--- src/include/refclk_pkg.sv ---
// Constants and types shared by the reference clock source selector.
package refclk_pkg;

   // Local logic clock, in hertz (40 MHz)
   localparam int unsigned CLK_HZ = 32'h0262_5A00;
   // Nominal rate seen at a reference pin, in hertz (10 MHz)
   localparam int unsigned REF_HZ = 32'h0098_9680;
   // Upstream chassis clock, in hertz (100 MHz), divided down outside the logic
   localparam int unsigned UPSTREAM_HZ = 32'h05F5_E100;
   // Prescale ratio of the upstream copy that reaches the pin
   localparam int unsigned UPSTREAM_DIV = UPSTREAM_HZ / REF_HZ;
   // Allowed reference error, in ppm (100 ppm)
   localparam int unsigned TOL_PPM = 32'h0000_0064;
   localparam int unsigned PPM_SCALE = 32'h000F_4240;
   // Measurement window, in microseconds (2000 us)
   localparam int unsigned WINDOW_US = 32'h0000_07D0;
   localparam int unsigned US_SCALE = 32'h000F_4240;
   localparam int unsigned WINDOW_CYCLES_DEF = (CLK_HZ / US_SCALE) * WINDOW_US;
   // Local cycles per reference period
   localparam int unsigned CYCLES_PER_REF = CLK_HZ / REF_HZ;

   // Width of window and edge counters
   localparam int unsigned CNT_W = 24;

   // Instrument slots fed point-to-point by the chassis clock
   localparam int unsigned NUM_SLOTS = 13;

   // Front clock divider: 40 MHz down to 10 MHz, high in the upper half
   localparam int unsigned DIV_W = 2;
   localparam logic [DIV_W-1:0] DIV_LAST = 2'h3;
   localparam logic [DIV_W-1:0] DIV_RISE = 2'h2;

   // Reference source, lowest rank first
   typedef enum logic [1:0] {
      SRC_NONE,
      SRC_FRONT,
      SRC_UPSTREAM
   } src_e;

   localparam src_e MANUAL_SRC_RST = SRC_NONE;
   localparam logic AUTO_RST = 1'b1;

endpackage

--- src/verilog/ref_presence_detector.sv ---
// Frequency check of one reference pin over a fixed local window.
module ref_presence_detector #(
   parameter int unsigned WINDOW_CYCLES = 32'h0001_3880,
   parameter int unsigned EXP_EDGES = 32'h0000_4E20,
   parameter int unsigned TOL_EDGES = 32'h0000_0003
) (
   // Clock and reset
   input wire logic mclk,
   input wire logic rst,
   // Reference pin, asynchronous
   input wire logic ref_pin,
   // Results
   output logic present,
   output logic win_end,
   output logic ref_fast,
   output logic ref_slow
);
   import refclk_pkg::*;

   localparam logic [CNT_W-1:0] WIN_LAST = CNT_W'(WINDOW_CYCLES - 1);
   localparam logic [CNT_W-1:0] EXP_MID = CNT_W'(EXP_EDGES);
   localparam logic [CNT_W-1:0] EXP_LO = CNT_W'(EXP_EDGES - TOL_EDGES);
   localparam logic [CNT_W-1:0] EXP_HI = CNT_W'(EXP_EDGES + TOL_EDGES);

   logic sync1_r, sync2_r, prev_r;
   logic rise;
   logic [CNT_W-1:0] win_cnt_r, edge_cnt_r;
   logic in_range;

   // Pin is off-domain: two flops before anything looks at it
   always_ff @(posedge mclk or posedge rst) begin
      if (rst) begin
         sync1_r <= 1'b0;
         sync2_r <= 1'b0;
         prev_r <= 1'b0;
      end else begin
         sync1_r <= ref_pin;
         sync2_r <= sync1_r;
         prev_r <= sync2_r;
      end
   end

   assign rise = sync2_r & ~prev_r;
   assign win_end = (win_cnt_r == WIN_LAST);
   assign in_range = (edge_cnt_r >= EXP_LO) && (edge_cnt_r <= EXP_HI);

   always_ff @(posedge mclk or posedge rst) begin
      if (rst) begin
         win_cnt_r <= '0;
      end else if (win_end) begin
         win_cnt_r <= '0;
      end else begin
         win_cnt_r <= win_cnt_r + 1'b1;
      end
   end

   // Edge in the closing cycle opens the next window
   always_ff @(posedge mclk or posedge rst) begin
      if (rst) begin
         edge_cnt_r <= '0;
      end else if (win_end) begin
         edge_cnt_r <= {{(CNT_W-1){1'b0}}, rise};
      end else begin
         edge_cnt_r <= edge_cnt_r + {{(CNT_W-1){1'b0}}, rise};
      end
   end

   // Off-frequency input counts as absent, not as a bad reference
   always_ff @(posedge mclk or posedge rst) begin
      if (rst) begin
         present <= 1'b0;
         ref_fast <= 1'b0;
         ref_slow <= 1'b0;
      end else begin
         ref_fast <= win_end && in_range && (edge_cnt_r > EXP_MID);
         ref_slow <= win_end && in_range && (edge_cnt_r < EXP_MID);
         if (win_end) begin
            present <= in_range;
         end
      end
   end

   present_win_a: assert property (@(posedge mclk) disable iff (rst)
      $changed(present) |-> $past(win_end))
      else $error("presence changed outside a window end");

   tol_check_a: assert property (@(posedge mclk) disable iff (rst)
      win_end |=> (present == $past(in_range)))
      else $error("presence disagrees with edge count");

endmodule // ref_presence_detector

--- src/verilog/reference_clock_source_selector.sv ---
// Reference clock source selector with oscillator discipline and clock outputs.
module reference_clock_source_selector #(
   parameter int unsigned WINDOW_CYCLES = refclk_pkg::WINDOW_CYCLES_DEF
) (
   // Clock and reset
   input wire logic mclk,
   input wire logic rst,
   // Reference pins (upstream arrives prescaled to the reference rate)
   input wire logic upstream_chassis_clock,
   input wire logic front_ref_clock_in,
   // Software control
   input wire logic cfg_write,
   input wire logic cfg_auto,
   input wire refclk_pkg::src_e cfg_source,
   input wire logic front_clock_out_enable,
   // Status
   output logic auto_source_select,
   output refclk_pkg::src_e selected_source,
   output logic upstream_present,
   output logic front_present,
   output logic discipline_settling,
   // Oscillator discipline
   output logic osc_tune_up,
   output logic osc_tune_down,
   output logic osc_free_run,
   // Clock distribution
   output logic [refclk_pkg::NUM_SLOTS-1:0] slot_clock_en,
   output logic downstream_chassis_clock_en,
   output logic front_ref_clock_out
);
   import refclk_pkg::*;

   localparam int unsigned EXP_EDGES = WINDOW_CYCLES / CYCLES_PER_REF;
   localparam int unsigned TOL_EDGES = (EXP_EDGES * TOL_PPM) / PPM_SCALE + 1;

   logic auto_mode_r;
   src_e manual_src_r;
   src_e sel_r, sel_nxt;
   logic settle_r;
   logic tune_up_r, tune_down_r;
   logic [DIV_W-1:0] div_cnt_r;
   logic out_gate_r;
   logic front_out_r;
   logic [NUM_SLOTS-1:0] slot_en_r;
   logic fwd_en_r;

   logic up_win_end, up_fast, up_slow;
   logic fr_win_end, fr_fast, fr_slow;
   logic sel_fast, sel_slow, sel_win_end;

   ref_presence_detector #(
      .WINDOW_CYCLES(WINDOW_CYCLES),
      .EXP_EDGES(EXP_EDGES),
      .TOL_EDGES(TOL_EDGES)
   ) u_upstream_det (
      .mclk(mclk),
      .rst(rst),
      .ref_pin(upstream_chassis_clock),
      .present(upstream_present),
      .win_end(up_win_end),
      .ref_fast(up_fast),
      .ref_slow(up_slow)
   );

   ref_presence_detector #(
      .WINDOW_CYCLES(WINDOW_CYCLES),
      .EXP_EDGES(EXP_EDGES),
      .TOL_EDGES(TOL_EDGES)
   ) u_front_det (
      .mclk(mclk),
      .rst(rst),
      .ref_pin(front_ref_clock_in),
      .present(front_present),
      .win_end(fr_win_end),
      .ref_fast(fr_fast),
      .ref_slow(fr_slow)
   );

   // Mode and manual source; reset leaves auto on
   always_ff @(posedge mclk or posedge rst) begin
      if (rst) begin
         auto_mode_r <= AUTO_RST;
         manual_src_r <= MANUAL_SRC_RST;
      end else if (cfg_write) begin
         auto_mode_r <= cfg_auto;
         manual_src_r <= cfg_source;
      end
   end

   // Priority choice runs every cycle, so any presence change is seen
   always_comb begin
      sel_nxt = manual_src_r;
      if (auto_mode_r) begin
         if (upstream_present) begin
            sel_nxt = SRC_UPSTREAM;
         end else if (front_present) begin
            sel_nxt = SRC_FRONT;
         end else begin
            sel_nxt = SRC_NONE;
         end
      end
   end

   always_ff @(posedge mclk or posedge rst) begin
      if (rst) begin
         sel_r <= SRC_NONE;
      end else begin
         sel_r <= sel_nxt;
      end
   end

   // Only the discipline target moves on a switch; the oscillator keeps
   // running, so the chassis clock never sees a runt or a gap
   always_comb begin
      sel_fast = 1'b0;
      sel_slow = 1'b0;
      sel_win_end = up_win_end;
      unique case (sel_r)
         SRC_UPSTREAM: begin
            sel_fast = up_fast;
            sel_slow = up_slow;
            sel_win_end = up_win_end;
         end
         SRC_FRONT: begin
            sel_fast = fr_fast;
            sel_slow = fr_slow;
            sel_win_end = fr_win_end;
         end
         SRC_NONE: begin
            sel_fast = 1'b0;
            sel_slow = 1'b0;
            sel_win_end = up_win_end;
         end
         default: begin
            sel_fast = 1'b0;
            sel_slow = 1'b0;
            sel_win_end = up_win_end;
         end
      endcase
   end

   // Half-window results from the old source are stale after a switch
   always_ff @(posedge mclk or posedge rst) begin
      if (rst) begin
         settle_r <= 1'b1;
      end else if (sel_nxt != sel_r) begin
         settle_r <= 1'b1;
      end else if (sel_win_end) begin
         settle_r <= 1'b0;
      end
   end

   // Ref faster than nominal means the local oscillator runs slow
   always_ff @(posedge mclk or posedge rst) begin
      if (rst) begin
         tune_up_r <= 1'b0;
         tune_down_r <= 1'b0;
      end else begin
         tune_up_r <= sel_fast && !settle_r && (sel_r != SRC_NONE);
         tune_down_r <= sel_slow && !settle_r && (sel_r != SRC_NONE);
      end
   end

   // Front output divided from the chassis timebase
   always_ff @(posedge mclk or posedge rst) begin
      if (rst) begin
         div_cnt_r <= '0;
      end else begin
         div_cnt_r <= div_cnt_r + 1'b1;
      end
   end

   // Enable is taken only at a period boundary, so no partial pulse
   always_ff @(posedge mclk or posedge rst) begin
      if (rst) begin
         out_gate_r <= 1'b0;
      end else if (div_cnt_r == DIV_LAST) begin
         out_gate_r <= front_clock_out_enable;
      end
   end

   always_ff @(posedge mclk or posedge rst) begin
      if (rst) begin
         front_out_r <= 1'b0;
      end else begin
         front_out_r <= out_gate_r && div_cnt_r[DIV_W-1];
      end
   end

   // Fan-out and downstream drivers stay on whatever the source
   always_ff @(posedge mclk or posedge rst) begin
      if (rst) begin
         slot_en_r <= '1;
         fwd_en_r <= 1'b1;
      end else begin
         slot_en_r <= '1;
         fwd_en_r <= 1'b1;
      end
   end

   assign auto_source_select = auto_mode_r;
   assign selected_source = sel_r;
   assign discipline_settling = settle_r;
   assign osc_tune_up = tune_up_r;
   assign osc_tune_down = tune_down_r;
   assign osc_free_run = (sel_r == SRC_NONE);
   assign slot_clock_en = slot_en_r;
   assign downstream_chassis_clock_en = fwd_en_r;
   assign front_ref_clock_out = front_out_r;

   reset_auto_a: assert property (@(posedge mclk) disable iff (rst)
      $past(rst) |-> (auto_mode_r && !front_out_r))
      else $error("auto mode not active after reset");

   auto_upstream_a: assert property (@(posedge mclk) disable iff (rst)
      (auto_mode_r && upstream_present) |=> (sel_r == SRC_UPSTREAM))
      else $error("upstream not chosen while present");

   auto_front_a: assert property (@(posedge mclk) disable iff (rst)
      (auto_mode_r && !upstream_present && front_present) |=> (sel_r == SRC_FRONT))
      else $error("front not chosen as best present");

   auto_reeval_a: assert property (@(posedge mclk) disable iff (rst)
      (auto_mode_r && $fell(upstream_present))
      |=> (sel_r == ($past(front_present) ? SRC_FRONT : SRC_NONE)))
      else $error("loss of upstream not re-evaluated");

   manual_src_a: assert property (@(posedge mclk) disable iff (rst)
      !auto_mode_r |=> (sel_r == $past(manual_src_r)))
      else $error("manual source not applied");

   manual_hold_a: assert property (@(posedge mclk) disable iff (rst)
      (!auto_mode_r && !cfg_write) ##1 $rose(upstream_present) |=> $stable(sel_r))
      else $error("manual source moved on new reference");

   free_run_a: assert property (@(posedge mclk) disable iff (rst)
      (sel_r == SRC_NONE) |=> !osc_tune_up && !osc_tune_down)
      else $error("tuning without a reference");

   slots_on_a: assert property (@(posedge mclk) disable iff (rst)
      (&slot_clock_en) && downstream_chassis_clock_en)
      else $error("chassis clock fan-out off");

   front_phase_a: assert property (@(posedge mclk) disable iff (rst)
      $rose(front_ref_clock_out) |-> ($past(div_cnt_r) == DIV_RISE))
      else $error("front clock out of phase with timebase");

   front_gate_a: assert property (@(posedge mclk) disable iff (rst)
      (!front_clock_out_enable) [*6] |-> !front_ref_clock_out)
      else $error("front clock present while disabled");

   no_runt_a: assert property (@(posedge mclk) disable iff (rst)
      $rose(front_ref_clock_out) |=> front_ref_clock_out ##1 !front_ref_clock_out)
      else $error("front clock pulse width wrong");

   settle_a: assert property (@(posedge mclk) disable iff (rst)
      $changed(sel_r) |-> ##1 (!osc_tune_up && !osc_tune_down))
      else $error("tuning right after source switch");

   upstream_sel_c: cover property (@(posedge mclk) disable iff (rst)
      auto_mode_r && (sel_r == SRC_UPSTREAM));

   front_sel_c: cover property (@(posedge mclk) disable iff (rst)
      auto_mode_r && (sel_r == SRC_FRONT));

   manual_c: cover property (@(posedge mclk) disable iff (rst)
      !auto_mode_r && upstream_present && (sel_r == SRC_FRONT));

   switch_c: cover property (@(posedge mclk) disable iff (rst)
      (sel_r == SRC_FRONT) ##1 (sel_r == SRC_UPSTREAM));

   tune_c: cover property (@(posedge mclk) disable iff (rst)
      osc_tune_up || osc_tune_down);

endmodule // reference_clock_source_selector
--- config.mk ---
export PLATFORM = sky130hd
export DESIGN_NAME = reference_clock_source_selector
export DESIGN_NICKNAME = d
export VERILOG_FILES = /design/src/include/refclk_pkg.sv /design/src/verilog/ref_presence_detector.sv /design/src/verilog/reference_clock_source_selector.sv
export SDC_FILE = /design/constraint.sdc
export NUM_CORES = 1
export LEC_CHECK = 0
export ABC_AREA = 1
export BUFFER_PORTS_ARGS = -buffer_cell sky130_fd_sc_hd__buf_2
export CORE_UTILIZATION = 45
export DETAILED_ROUTE_END_ITERATION = 8
export PLACE_DENSITY = 0.63
export RECOVER_POWER = 100
export REMOVE_ABC_BUFFERS = 1
export SYNTH_ARGS = -nofsm -noshare
export SYNTH_HDL_FRONTEND = slang
export SYNTH_HIERARCHICAL = 1
export SYNTH_SLANG_ARGS = --single-unit
--- constraint.sdc ---
create_clock -name mclk -period 1.6 [get_ports mclk]
set_input_delay 0.32 -clock mclk [delete_from_list [all_inputs] [get_ports mclk]]
set_output_delay 0.32 -clock mclk [all_outputs]
set_load 0.005 [all_outputs]
==> metrics.txt <==
CP Cell Sequence=nor2_2, ha_2, buf_4, nand3_4, nor2_4, nand2_4, buf_4, xor2_1, nor2_1; hold path startpoint=upstream_chassis_clock; Lkg Pwr=about 4.6 nW; Logic pwr share=10.5%; Die Y=126 µm; Yosys Warn Count=6; Pins Over Slew Limit=0; Clock Path Buffers=2; Synth Instances=934; asr flop ratio synth=100%; First-pass DRT Iterations=5; sequential share of the synthesized area=43.5%; WL per Instance=roughly 13 µm; Seq pwr share=approximately 43%; die area=between 0.015 and 0.02 mm²; antenna violations before repair=0; worst relative slew slack=approximately 50%; Syn Area/Cell=7.40 µm²; Internal=about 0.006 W; pre-CTS setup slack=-225 ps; Cell variety after synth=36; Port Buffer Count=18; Placed Instances=about 1200; Hold Crit Class=in2reg; Layout Cells excl Fill=between 1000 and 1500; antenna cells=0; Worst path slowest cell=dfrtp_1; mapped cell area=just under 0.007 mm²; max cap viols=0; switch share=between 20% and 30%; CTS tree=done; top sig layer=met4; worst-skew pair later-pin latency=410 ps; vias in the first global route=between 5000 and 6000; largest net degree at the start of global routing=55; area leader, netlist=dfrtp_1; Detail Route Antenna Nets=0; RSZ-0062 raised after global routing=yes; NumNets Final=1067; met3 wire length=~550 µm; Num CTS Buffers=17; clock network power share=a little under half; Synth Register Bits=120; gpl congestion=between 0.8 and 0.9; CP required=1900 ps; reg2reg setup slack=-140 ps; PD cells=906 mW/mm²; area grow syn2layout=28.7%; row count=44; endpoint class of the critical path=flip-flop; Crit path top cell by count=buf_4; Sink Count=between 100 and 150; cell count of the worst reg-to-reg path=9; status=finished, violations left; max incr delay on CP=approximately 370 ps; failing checks=setup timing; Ports=33; worst path arrival time=a little over 2000 ps; met1 WL=7300 µm; die width=between 100 and 150 µm; first-pass GRT wire length=26600 µm; fin crit share=109%; DPL Wire Length=~11000 µm; Core Footprint=between 0.01 and 0.015 mm²; Layout fillers=between 1000 and 1500; DR vias=approximately 6000; Synth top area share=between 40% and 50%; RR Endpoint=u_upstream_det/edge_cnt_r[7]; Worst-Margin Slew=757 ps; Hold Crit Depth=1; worst setup margin=-144 ps; post-DR vias/cell=about 4.9; met2 wire len=~7700 µm; Achievable Freq=between 500 and 600 MHz; Psw=between 0.002 and 0.0025 W; Clk pin slew, worst setup/hold paths=about 50 ps; RR Startpoint=u_upstream_det/prev_r; CTS root buf=clkbuf_16; ys flop type=dfrtp_1; Initial Utilization=between 40% and 50%; Max VDD drop=around 730 µV; GRT overflow=0; crit-path max FO=4; H-tree Lvls=4; Post-route DRC=0; Fin. Hold Viols=0; synth top area cells=dfrtp_1 (43%), nand2_1 (12%), inv_1 (8.7%); fin crit period=1740 ps; DRT iter0 DRCs=360; Max Clock Skew=slightly above 10 ps; EDFF count, synth=0; Worst setup SP type=flip-flop; Hold Path End=u_upstream_det/sync1_r; Total GRT Usage=a little over a fifth; drt total wl=15800 µm; Final Setup Violations=38; Worst Setup Path Type=reg2reg; proportion of layout cells with a drive suffix above 1=~23%
[repair_timing]
| item | in CTS | in global routing |
|---|---|---|
| endpoints found under the setup margin | 36 | 73 |
| hold endpoints to repair | 74 | 0 |
| setup buffers | 7 | 12 |
| hold buffers | 2 | 0 |
| pin swaps | 14 | 43 |
| resized for setup | 47 | 111 |
| gates cloned | 0 | 0 |
[cell families (layout without fill, tap and decap cells)]
logic type	count (synthesis)	count (layout)	share of synthesized area [%]
xor+xnor	24	24	3.04
flops	120	120	43.5
fa+ha+maj	10	10	1.81
compound gates	65	65	5.16
simple gates	532	532	35.4
mux	2	2	0.326
other cells	1	14	0.0542
buf+inv	180	293	10.7
[per-stage QoR]
step | util (%) | cell area, µm² | TNS [ps] | hold slack, ps | total power [W]
after floorplan | - | 6840 | -4070 | 183 | 0.00388
after global placement | 52.0 | 7670 | -2630 | 277 | 0.00409
after detailed placement | 52.0 | 7670 | -4080 | 274 | 0.00411
after CTS | 57.6 | 8500 | -2820 | 7.34 | 0.00807
after global routing | 60.3 | 8900 | -9030 | 4.71 | 0.00845
final | 60.3 | 8900 | -2430 | 23.3 | 0.00807
[registers in the layout, indices dropped and copies added, names as in the netlist, 2 cells and up]
signal	count
div_cnt_r	2
manual_src_r	2
selected_source	2
u_front_det/edge_cnt_r	24
u_front_det/win_cnt_r	24
u_upstream_det/edge_cnt_r	24
u_upstream_det/win_cnt_r	24
[routing by layer]
metal	vias to the layer above	GRT usage (%)
met4	0	6.38
met5	-	0
met2	116	34.9
met1	2863	27.3
li1	3106	-
met3	18	4.93
[synth_stat cells (6+ instances only)]
cell      number
a21oi_1       36
buf_4         14
dfrtp_1      118
ha_1          10
inv_1        161
nand2_1      224
nand2_2       10
nand3_1       46
nand3b_1       7
nand4_1       18
nor2_1       149
nor2_2        10
nor2_4         8
nor3_1        36
o21ai_0       17
xnor2_1        6
xor2_1        18
[worst max path at each step]
stage / startpoint / endpoint / slack (ps) / depth (start not counted)
after floorplan: u_front_det/prev_r / u_front_det/edge_cnt_r[18] / -60 / 10
after global placement: u_front_det/prev_r / u_front_det/edge_cnt_r[14] / -170 / 10
after detailed placement: u_front_det/sync2_r / u_front_det/edge_cnt_r[16] / -230 / 12
after CTS: u_front_det/sync2_r / u_front_det/edge_cnt_r[20] / -130 / 12
after global routing: u_upstream_det/sync2_r / u_upstream_det/edge_cnt_r[7] / -240 / 10
final: u_upstream_det/prev_r / u_upstream_det/edge_cnt_r[7] / -140 / 9
[cell type report]
| type | instances | area [µm²] | area share, % |
|---|---|---|---|
| multi-input cells | 647 | 3690 | 41.4 |
| repair buffers | 98 | 779 | 8.75 |
| clock buffers | 21 | 450 | 5.06 |
| inverters | 164 | 621 | 6.97 |
| clock inverters | 10 | 128 | 1.43 |
| flip-flops and latches | 120 | 3010 | 33.8 |
| well taps | 184 | 230 | 2.59 |
[power by group through the flow]
| stage | sequential (W) | clock, W | combinational (W) |
|---|---|---|---|
| 2_1_floorplan | 0.00338 | 0 | 0.000500 |
| 3_5_place_dp | 0.00342 | 0 | 0.000693 |
| 6_report | 0.00343 | 0.00378 | 0.000850 |
| 5_1_grt | 0.00345 | 0.00403 | 0.000968 |
| 4_1_cts | 0.00341 | 0.00388 | 0.000788 |
| 3_3_place_gp | 0.00342 | 0 | 0.000674 |
[layout by cell type (no fill, tap or decap), types with 4 or more instances in the layout]
cell / netlist / layout
buf_2: 0 / 16
buf_6: 2 / 15
dfrtp_1: 118 / 116
a21oi_1: 36 / 34
inv_2: 3 / 5
clkinv_2: 0 / 6
o21ai_2: 2 / 7
nor2_1: 149 / 124
conb_1: 1 / 14
xnor2_1: 6 / 6
nand2_2: 10 / 15
clkbuf_1: 0 / 9
nor2_2: 10 / 15
o21ai_0: 17 / 6
o21bai_1: 4 / 4
xor2_1: 18 / 18
nor2_4: 8 / 28
buf_4: 14 / 53
nor3_2: 4 / 9
nand3b_1: 7 / 7
or2_2: 4 / 4
nand3_1: 46 / 39
nand3_4: 0 / 4
clkbuf_16: 0 / 17
nand4_1: 18 / 18
inv_1: 161 / 156
nand2_4: 2 / 12
o21ai_1: 1 / 7
nand4_4: 2 / 4
nor3_1: 36 / 29
nand2_1: 224 / 209
nand3_2: 2 / 5
ha_1: 10 / 6
[critical path: cells and delay by family, from the launching register on]
family        cells  cell delay, ps
xor+xnor          1             160
fa+ha+maj         1             220
buf+inv           2             280
simple gates      5             600
flops             1             370
Note: power is estimated with default switching activity, not from simulation.
